`config.mk`:
```
export PLATFORM = sky130hd
export DESIGN_NAME = pic_capture
export DESIGN_NICKNAME = d
export VERILOG_FILES = /design/src/shared/pic_pkg.sv /design/src/design/pic_capture.sv
export SDC_FILE = /design/constraint.sdc
export NUM_CORES = 1
export LEC_CHECK = 0
export ABC_AREA = 1
export BUFFER_PORTS_ARGS = -buffer_cell sky130_fd_sc_hd__buf_2
export CORE_AREA = 2 2 173 175
export DETAILED_ROUTE_END_ITERATION = 10
export DIE_AREA = 0 0 175 177
export GPL_ROUTABILITY_DRIVEN = 1
export HOLD_SLACK_MARGIN = 0.03
export PLACE_DENSITY = 0.51
export SETUP_SLACK_MARGIN = 0.15
export SLEW_MARGIN = 20
export SYNTH_ARGS = -nofsm -noshare
export SYNTH_HDL_FRONTEND = slang
export SYNTH_SLANG_ARGS = --single-unit
```
`constraint.sdc`:
```
create_clock -name clk -period 3.75 [get_ports clk]
set_input_delay 0.1875 -clock clk [delete_from_list [all_inputs] [get_ports clk]]
set_output_delay 0.1875 -clock clk [all_outputs]
set_load 0.02 [all_outputs]
```
`src/shared/pic_pkg.sv`:
```
/*
 * Constants and carrier types for the four-channel input-capture block.
 * Assumes a 32-bit word bus with byte addresses and one PWM group clock.
 */
package pic_pkg;

    localparam int NCH = 4;
    localparam int CW  = 16;
    localparam int AW  = 8;
    localparam int DW  = 32;

    // Byte offsets
    localparam logic [7:0] OFS_COMPAT  = 8'h3C;
    localparam logic [7:0] OFS_CTRL01  = 8'h50;
    localparam logic [7:0] OFS_CTRL23  = 8'h54;
    localparam logic [7:0] OFS_RISE0   = 8'h58;
    localparam logic [7:0] OFS_FALL0   = 8'h5C;
    localparam logic [7:0] OFS_STEP    = 8'h08;
    localparam logic [7:0] OFS_PATH_EN = 8'h78;
    localparam logic [7:0] OFS_IRQ_MSK = 8'h90;

    // Field positions inside one channel lane
    localparam int B_INV      = 0;
    localparam int B_RIE      = 1;
    localparam int B_FIE      = 2;
    localparam int B_CAPON    = 3;
    localparam int B_IRQF     = 4;
    localparam int B_RISE_IND = 6;
    localparam int B_FALL_IND = 7;
    localparam int LANE_W     = 8;
    localparam int LANE_HI    = 16;

    // Reset values
    localparam logic [31:0] RST_WORD  = 32'h0000_0000;
    localparam logic [15:0] RST_LATCH = 16'h0000;
    localparam logic [3:0]  RST_NIB   = 4'h0;

    typedef struct packed {
        logic            rd;
        logic            wr;
        logic [AW-1:0]   addr;
        logic [DW-1:0]   wdata;
    } pic_bus_req_t;

    typedef struct packed {
        logic cap_on;
        logic fall_ie;
        logic rise_ie;
        logic invert;
    } pic_cfg_t;

    typedef struct packed {
        logic fall_ind;
        logic rise_ind;
        logic irq_flag;
    } pic_flag_t;

endpackage

```
`src/design/pic_capture.sv`:
```
/*
 * Four-channel input capture: pin sync, edge detect, counter latches,
 * latched indicators, capture interrupt flags and register port.
 * Assumes pwm_count is on clk; cap_pin is asynchronous to clk.
 */
// Added by the designer: strobed register access.
// Function
// - Falling edge latches counter, sets falling indicator
// - Rising edge latches counter, sets rising indicator
// - Indicator cleared by writing the selected polarity
// - Enabled edge sets channel capture interrupt flag
// - Writing one clears interrupt flag, zero ignored
// - Capture off: no latch update, no interrupt
// - Falling enable lets falling edge request interrupt
// - Rising enable lets rising edge request interrupt
// - Inverter swaps rising and falling edges
// - Lane layout: bits 7..0 and 23..16
// - Channels 2 and 3 at second control word
// - Control words reset to all zeros
// - Compat bit selects indicator clear polarity
// - Read-only 16-bit latches, step of eight
// - Input path off forces input to zero
`timescale 1ns/100ps
module pic_capture
    import pic_pkg::*;
(
    input  wire logic           clk,
    input  wire logic           arst_n,
    input  wire pic_bus_req_t   bus_req,
    input  wire logic [NCH-1:0] cap_pin,
    input  wire logic [CW-1:0]  pwm_count,
    output wire logic [DW-1:0]  rdata,
    output wire logic           irq
);

    function automatic logic [7:0] ctrl_ofs(input logic [1:0] ch);
        ctrl_ofs = ch[1] ? OFS_CTRL23 : OFS_CTRL01;
    endfunction

    function automatic logic [7:0] latch_ofs(input logic [1:0] ch,
                                             input logic       fall);
        latch_ofs = (fall ? OFS_FALL0 : OFS_RISE0)
                  + 8'({6'h00, ch} * OFS_STEP);
    endfunction

    function automatic logic [7:0] lane_of(input logic [31:0] w,
                                           input logic [1:0]  ch);
        lane_of = ch[0] ? w[LANE_HI +: LANE_W] : w[0 +: LANE_W];
    endfunction

    function automatic logic [7:0] pack_lane(input pic_cfg_t  c,
                                             input pic_flag_t f);
        pack_lane = {f.fall_ind, f.rise_ind, 1'b0, f.irq_flag,
                     c.cap_on, c.fall_ie, c.rise_ie, c.invert};
    endfunction

    // Synchroniser and edge state
    logic [NCH-1:0] sync1_r;
    logic [NCH-1:0] sync2_r;
    logic [NCH-1:0] prev_r;
    logic [NCH-1:0] prev_nxt;
    logic [NCH-1:0] proc_lvl;
    logic [NCH-1:0] rise_ev;
    logic [NCH-1:0] fall_ev;

    // Configuration state
    pic_cfg_t       cfg_r    [NCH];
    pic_cfg_t       cfg_nxt  [NCH];
    logic           compat_r;
    logic           compat_nxt;
    logic [NCH-1:0] path_en_r;
    logic [NCH-1:0] path_en_nxt;
    logic [NCH-1:0] mask_r;
    logic [NCH-1:0] mask_nxt;

    // Capture state
    pic_flag_t      flag_r   [NCH];
    pic_flag_t      flag_nxt [NCH];
    logic [CW-1:0]  rise_lat_r   [NCH];
    logic [CW-1:0]  rise_lat_nxt [NCH];
    logic [CW-1:0]  fall_lat_r   [NCH];
    logic [CW-1:0]  fall_lat_nxt [NCH];

    // Bus answer state
    logic [DW-1:0]  rdata_r;
    logic [DW-1:0]  rdata_nxt;
    logic           irq_r;
    logic           irq_nxt;
    logic [NCH-1:0] wr_ctrl;
    logic [NCH-1:0] irqf_nxt;
    logic [7:0]     wr_lane  [NCH];

    assign rdata = rdata_r;
    assign irq   = irq_r;

    // Edge detection on synchronised, gated, inverted input
    always_comb begin
        for (int i = 0; i < NCH; i++) begin
            proc_lvl[i] = (sync2_r[i] & path_en_r[i])
                        ^ cfg_r[i].invert;
        end
        rise_ev  = proc_lvl & ~prev_r;
        fall_ev  = ~proc_lvl & prev_r;
        prev_nxt = proc_lvl;
    end

    always_ff @(posedge clk or negedge arst_n) begin
        if (!arst_n) begin
            sync1_r <= RST_NIB;
            sync2_r <= RST_NIB;
            prev_r  <= RST_NIB;
        end else begin
            sync1_r <= cap_pin;
            sync2_r <= sync1_r;
            prev_r  <= prev_nxt;
        end
    end

    // Configuration writes
    always_comb begin
        compat_nxt  = compat_r;
        path_en_nxt = path_en_r;
        mask_nxt    = mask_r;
        for (int i = 0; i < NCH; i++) begin
            wr_ctrl[i] = bus_req.wr && bus_req.addr == ctrl_ofs(2'(i));
            wr_lane[i] = lane_of(bus_req.wdata, 2'(i));
            cfg_nxt[i] = cfg_r[i];
            if (wr_ctrl[i]) begin
                cfg_nxt[i].cap_on  = wr_lane[i][B_CAPON];
                cfg_nxt[i].fall_ie = wr_lane[i][B_FIE];
                cfg_nxt[i].rise_ie = wr_lane[i][B_RIE];
                cfg_nxt[i].invert  = wr_lane[i][B_INV];
            end
        end
        if (bus_req.wr && bus_req.addr == OFS_COMPAT) begin
            compat_nxt = bus_req.wdata[0];
        end
        if (bus_req.wr && bus_req.addr == OFS_PATH_EN) begin
            path_en_nxt = bus_req.wdata[NCH-1:0];
        end
        if (bus_req.wr && bus_req.addr == OFS_IRQ_MSK) begin
            mask_nxt = bus_req.wdata[NCH-1:0];
        end
    end

    always_ff @(posedge clk or negedge arst_n) begin
        if (!arst_n) begin
            for (int i = 0; i < NCH; i++) begin
                cfg_r[i] <= pic_cfg_t'(RST_NIB);
            end
            compat_r  <= 1'b0;
            path_en_r <= RST_NIB;
            mask_r    <= RST_NIB;
        end else begin
            for (int i = 0; i < NCH; i++) begin
                cfg_r[i] <= cfg_nxt[i];
            end
            compat_r  <= compat_nxt;
            path_en_r <= path_en_nxt;
            mask_r    <= mask_nxt;
        end
    end

    // Latches, indicators and interrupt flags; a set beats a clear
    always_comb begin
        for (int i = 0; i < NCH; i++) begin
            flag_nxt[i]     = flag_r[i];
            rise_lat_nxt[i] = rise_lat_r[i];
            fall_lat_nxt[i] = fall_lat_r[i];
            if (wr_ctrl[i]) begin
                if (wr_lane[i][B_FALL_IND] == compat_r)
                    flag_nxt[i].fall_ind = 1'b0;
                if (wr_lane[i][B_RISE_IND] == compat_r)
                    flag_nxt[i].rise_ind = 1'b0;
                if (wr_lane[i][B_IRQF])
                    flag_nxt[i].irq_flag = 1'b0;
            end
            if (cfg_r[i].cap_on) begin
                if (fall_ev[i]) begin
                    fall_lat_nxt[i]      = pwm_count;
                    flag_nxt[i].fall_ind = 1'b1;
                end
                if (rise_ev[i]) begin
                    rise_lat_nxt[i]      = pwm_count;
                    flag_nxt[i].rise_ind = 1'b1;
                end
                if ((fall_ev[i] && cfg_r[i].fall_ie)
                    || (rise_ev[i] && cfg_r[i].rise_ie))
                    flag_nxt[i].irq_flag = 1'b1;
            end
            irqf_nxt[i] = flag_nxt[i].irq_flag;
        end
        irq_nxt = |(irqf_nxt & mask_nxt);
    end

    always_ff @(posedge clk or negedge arst_n) begin
        if (!arst_n) begin
            for (int i = 0; i < NCH; i++) begin
                flag_r[i]     <= pic_flag_t'(3'h0);
                rise_lat_r[i] <= RST_LATCH;
                fall_lat_r[i] <= RST_LATCH;
            end
            irq_r <= 1'b0;
        end else begin
            for (int i = 0; i < NCH; i++) begin
                flag_r[i]     <= flag_nxt[i];
                rise_lat_r[i] <= rise_lat_nxt[i];
                fall_lat_r[i] <= fall_lat_nxt[i];
            end
            irq_r <= irq_nxt;
        end
    end

    // Read answer, one cycle after the strobe only
    always_comb begin
        rdata_nxt = RST_WORD;
        if (bus_req.rd) begin
            for (int i = 0; i < NCH; i++) begin
                if (bus_req.addr == ctrl_ofs(2'(i))) begin
                    if (i % 2 == 1)
                        rdata_nxt[LANE_HI +: LANE_W] =
                            pack_lane(cfg_r[i], flag_r[i]);
                    else
                        rdata_nxt[0 +: LANE_W] =
                            pack_lane(cfg_r[i], flag_r[i]);
                end
                if (bus_req.addr == latch_ofs(2'(i), 1'b0))
                    rdata_nxt = {16'h0000, rise_lat_r[i]};
                if (bus_req.addr == latch_ofs(2'(i), 1'b1))
                    rdata_nxt = {16'h0000, fall_lat_r[i]};
            end
            if (bus_req.addr == OFS_COMPAT)
                rdata_nxt = {31'h0000_0000, compat_r};
            if (bus_req.addr == OFS_PATH_EN)
                rdata_nxt = {28'h000_0000, path_en_r};
            if (bus_req.addr == OFS_IRQ_MSK)
                rdata_nxt = {28'h000_0000, mask_r};
        end
    end

    always_ff @(posedge clk or negedge arst_n) begin
        if (!arst_n) begin
            rdata_r <= RST_WORD;
        end else begin
            rdata_r <= rdata_nxt;
        end
    end
endmodule

```
Yosys cells after proc, flatten, opt, wreduce, memory -nomap -nowiden:

Cells that the tools add are included.
Widths: inputs -> output; s select.

* order comparisons: 0
* mux-type cells: 49
* bitwise operators: 13
* div/mod/pow operators: 0
* multipliers: 0
* add/sub/neg operators: 0
* reduce and logical (&&, ||, !) cells: 26
* eq/ne operators: 17
* shifts and indexed selects: 0

Operators by type and width (count)
* $mux 32: 11
* $eq 8x7->1 const B: 11
* $mux 8: 4
* $mux 1: 24
* $mux 3: 8
* $mux 16: 1
* $reduce_and 2->1: 8
* $logic_and 1x1->1: 13
* $and 4x4->4: 3
* $eq 8x6->1 const B: 1
* $eq 8x8->1 const B: 1
* $not 4->4: 2
* $and 1x1->1: 4
* $eq 1x1->1: 4
* $logic_or 1x1->1: 4
* $mux 4: 1
* $reduce_or 4->1: 1
* $xor 1x1->1: 4

* output and inout bits: 33
* memories: 0
* word-level logic and storage cells: 149
* input port bits: 64
* bits in latches: 0
* RAM bits: 0
* register bits: 210
* bits in read-only memories: 0

Logic depth before layout (Yosys ltp):

* depth in word-level cells: 17
* depth in mapped cells: 14
* mapped depth without buffers: 13

Worst setup path after synthesis:

OpenSTA, ideal clock, no wires.

* path type: input to register
* start point: input port bus_req[32] (netlist bit)
* end point: register rdata_r[11] (netlist: rdata[11])
* arrival time: 1334 ps
* buffers on the path: 1
* required time: 3636 ps
* stages: 12
* library setup time: 114 ps
* path slack: 2302 ps
* cells stage by stage: inv_1 nand2_1 nor2_1 nand2_1 buf_4 or2_0 nand4_1 nand2_1 a21oi_1 nand2_1 nand3_1 inv_1

* word-level cells in the longest chain between the ends: 13
* elaborated cells between the ends (all ways): 23
* those cells by class: eq/ne: 11; mux: 12

Ends and longest elaborated chain
* from (decl): RTL line pic_capture.sv:29 `input wire pic_bus_req_t bus_req,`
* $eq 8x7->1: RTL line pic_capture.sv:227 `if (bus_req.addr == latch_ofs(2'(i), 1'b0))`
* $mux 16: RTL line pic_capture.sv:227
* $mux 32: RTL line pic_capture.sv:229 `if (bus_req.addr == latch_ofs(2'(i), 1'b1))`
* $mux 32: RTL line pic_capture.sv:227
* $mux 32: RTL line pic_capture.sv:229
* $mux 32: RTL line pic_capture.sv:227
* $mux 32: RTL line pic_capture.sv:229
* $mux 32: RTL line pic_capture.sv:227
* $mux 32: RTL line pic_capture.sv:229
* $mux 32: RTL line pic_capture.sv:232 `if (bus_req.addr == OFS_COMPAT)`
* $mux 32: RTL line pic_capture.sv:234 `if (bus_req.addr == OFS_PATH_EN)`
* $mux 32 *: RTL line pic_capture.sv:236 `if (bus_req.addr == OFS_IRQ_MSK)`
* $mux 32 *: RTL line pic_capture.sv:217 `if (bus_req.rd) begin`
* named net rdata_nxt[11]: RTL line pic_capture.sv:86 `logic [DW-1:0] rdata_nxt;`
* to (signal assigned): RTL line pic_capture.sv:245 `rdata_r <= rdata_nxt;`
* to (decl): RTL line pic_capture.sv:85 `logic [DW-1:0] rdata_r;`

Mark *: on every way through the listed nets, which the timed path passes. The rest lies on a longest branch.
A chain may end at the register's enable or synchronous reset.

Worst setup path after layout:

* start point: input port bus_req[41] (netlist bit)
* end point: register rdata_r[5] (netlist: rdata[5])

* word-level cells in the longest chain between the ends: 1

Ends and longest elaborated chain (RTL line)
* $mux 32: pic_capture.sv:217
* named net rdata_nxt[5]: pic_capture.sv:86

The timed path passes the listed nets, and every way through them passes these cells.

==> results.yml <==
run_status:
  status: "finished, final reports clean"
synthesis:
  syn_inst: 990
  synth-seq-area-share_pct: 58.16
  synth-seq-cells: 201
  ys_types: 38
  yosysWarnings: 0
  avgSynthCellArea_sq_um: 8.736
  syn_area_sq_um: 8648
floorplan:
  fp.coreArea_sq_um: 29240
  die_h_um: 177
  die_x_um: 175
  die-area_sq_um: 30980
  top_level_ports: 97
  start_util_pct: 29.57
  row_count: 63
place:
  place.gp.congestion: 0.7958
  hpwl_um: 16060
  port_buffers: 69
  dpl_cell_area_sq_um: 9404
global_routing:
  antenna_found_initial: 0
  grt_pass1_vias: 6757
  grt_pass1_wl_um: 39430
  globalRouteTotalUtil_pct: 16.34
  gr-total-overflow: 0
  grt_max_degree: 86
clocking:
  htreeDepth: 1
  cts_max_path_buffers: 3
  cts_root_buf: "clkbuf_16"
  insertion_delay_ns: 0.51
  clock_sinks: 201
  cts_setup_buffers: 0
  cts_buffers: 22
  cts.clk_slew.worst_paths_ns: 0.06
  cts_tree: "built"
power_and_ir_drop:
  p_total_w: 0.005750
  p_leak_nw: 5.095
  ir_drop_uv: 283.5
  power_density_nw_per_um2: 555.7
detailed_routing:
  viasPerCell: 4.611
  ant_nets: 0
  route.detailed.drc: 0
  drt_iter0_drc: 598
  dr.pass1.iters: 5
  wire_per_inst_um: 16.60
  drt_wl_total_um: 24520
  via_count: 6810
hold_path:
  worstHoldStart: "pwm_count[0]"
  hold_depth: 3
  hold_path_class: "primary input to flip-flop"
  holdPathEnd: "rise_lat_r[32]$_DFFE_PN0P_"
critical_path:
  r2r_end: "rise_lat_r[17]$_DFFE_PN0P_"
  critPathArrivalTime_ns: 2.29
  cp-start-kind: "primary input"
  reg2reg_slack_ns: 1.91
  reg2reg_from: "cfg_r[4]$_DFFE_PN0P_"
  slowest_delay_ns: 0.52
  cp.required_ns: 4.12
  cp_cell_sequence: "dlygate4sd3_1, buf_2, inv_1, nor2_1, nand2_1, inv_2, o221ai_1, a31oi_1"
  r2r_cells: 8
  worstSetupPathType: "primary input to flip-flop"
  crit_slowest_cell: "dlygate4sd3_1"
  end_kind: "flip-flop"
  path_max_fanout: 10
run:
  drv_cap: 0
layout:
  antenna-diode-count: 0
  stdcell_area_sq_um: 10350
  final_nets: 1136
  num-fill-cells: 3048
  area_delta_synth_final_pct: 19.65
  drive_gt1_share_pct: 13.71
  final_util_pct: 35.38
timing:
  tightestPinTransition_ns: 0.7747
  slew_viol_final: 0
  fmax_ghz: 0.5217
  fin_crit_ns: 1.917
  hold_viol_final: 0
  setup_viol: 0
  min_period_over_period_pct: 51.12
  slew_headroom_pct: 48.29
  worst_clock_skew_ns: 0.01328
  tns_ns: 0
  rsz0062_at_grt: "false"
## critical path: cells and delay by family
kind	cells	cell delay [ns]
buffers and inverters	4	1.17
AOI/OAI and AO/OA	2	0.55
and+or+nand+nor	2	0.37
## stage by stage
step | setup WS [ns] | hold slack (ns) | std cells
finish | 1.833 | 0.05329 | 1477
global placement | 1.395 | 0.2599 | 1423
floorplan | 2.302 | -0.1081 | 998
global route | 1.692 | 0.08110 | 1477
detailed placement | 1.403 | 0.2570 | 1423
CTS | 1.733 | 0.05514 | 1477
## cells in the final DEF (no fill, tap or decap), types with 10 or more instances in the layout
cell	count
buf_2	68
nor2_1	33
o21ai_0	175
nand3_1	30
a21oi_1	30
inv_1	78
nand4_1	16
clkbuf_8	11
dfrtp_1	201
nand2_1	293
buf_4	15
dlygate4sd3_1	15
o21ai_1	10
clkbuf_16	23
## cells by family after synthesis
family	Yosys count	share of synthesized area (%)
other cells	1	0.04336
xor+xnor	4	0.4051
flops	201	58.16
simple gates	409	20.10
buf+inv	136	6.612
compound gates	239	14.68
## worst max-delay path by stage
stage	end	slack (ns)	start
6_report	rdata[5]$_DFF_PN0_	1.83	bus_req[41]
2_1_floorplan	rdata[11]$_DFF_PN0_	2.30	bus_req[32]
3_5_place_dp	irq$_DFF_PN0_	1.40	bus_req[32]
4_1_cts	rise_lat_r[56]$_DFFE_PN0P_	1.73	sync2_r[0]$_DFF_PN0_
3_3_place_gp	irq$_DFF_PN0_	1.40	bus_req[32]
5_1_grt	rdata[5]$_DFF_PN0_	1.69	bus_req[41]
## registers in the layout (all words and copies together), names as in the netlist, 12 cells and up
register	count
cfg_r	16
fall_lat_r	64
flag_r	12
rdata	23
rise_lat_r	64
## what timing repair did
| item | CTS | global route |
|---|---|---|
| hold endpoints to repair | 97 | 0 |
| hold buffers | 15 | 0 |
| resized for setup | 0 | 0 |
## cells in the mapped netlist
cell	n	share of area, %
a21oi_1	30	1.7
a22o_1	3	0.30
a22oi_1	1	0.087
a31oi_1	3	0.22
a32oi_1	1	0.10
and3_1	1	0.072
buf_1	2	0.087
buf_2	4	0.23
buf_4	13	1.1
buf_6	1	0.13
clkbuf_1	30	1.3
clkinv_1	1	0.043
conb_1	1	0.043
dfrtp_1	201	58
inv_1	78	3.4
inv_2	7	0.30
nand2_1	294	13
nand2_2	4	0.29
nand3_1	30	1.7
nand3b_1	3	0.26
nand4_1	16	1.2
nor2_1	33	1.4
nor2_2	3	0.22
nor2_4	3	0.39
nor2_8	1	0.23
nor3_1	3	0.17
nor4_1	1	0.072
nor4_2	1	0.14
o2111ai_1	2	0.20
o211ai_1	9	0.78
o21ai_0	175	10
o21ai_1	10	0.58
o221ai_1	4	0.41
o22ai_2	1	0.14
or2_0	5	0.36
or2_1	5	0.36
or2_2	6	0.43
xor2_1	4	0.41
## per-layer routing
layer  part of all wire (%)  track usage (%)
met5                      0                0
met4                    2.3            4.618
met2                     46            26.68
met1                     47            22.58
met3                    4.6            2.513
## where the power goes
group	total [W]	internal (W)	switching (W)	leakage, nW
Sequential	0.00286	0.00262	0.000235	2.21
Combinational	0.000579	0.000237	0.000342	2.49
Clock	0.00231	0.00145	0.000868	0.394
## layout make-up
type / count / area (sq um) / area share [%]
repair buffers: 100 / 636.9 / 6.155
clock buffers: 35 / 720.7 / 6.965
inverters: 86 / 322.8 / 3.120
multi-input cells: 661 / 3079 / 29.76
clock inverters: 4 / 70.07 / 0.6771
well taps: 390 / 488.0 / 4.716
flip-flops and latches: 201 / 5030 / 48.61
Note: power is estimated with default switching activity, not from simulation.
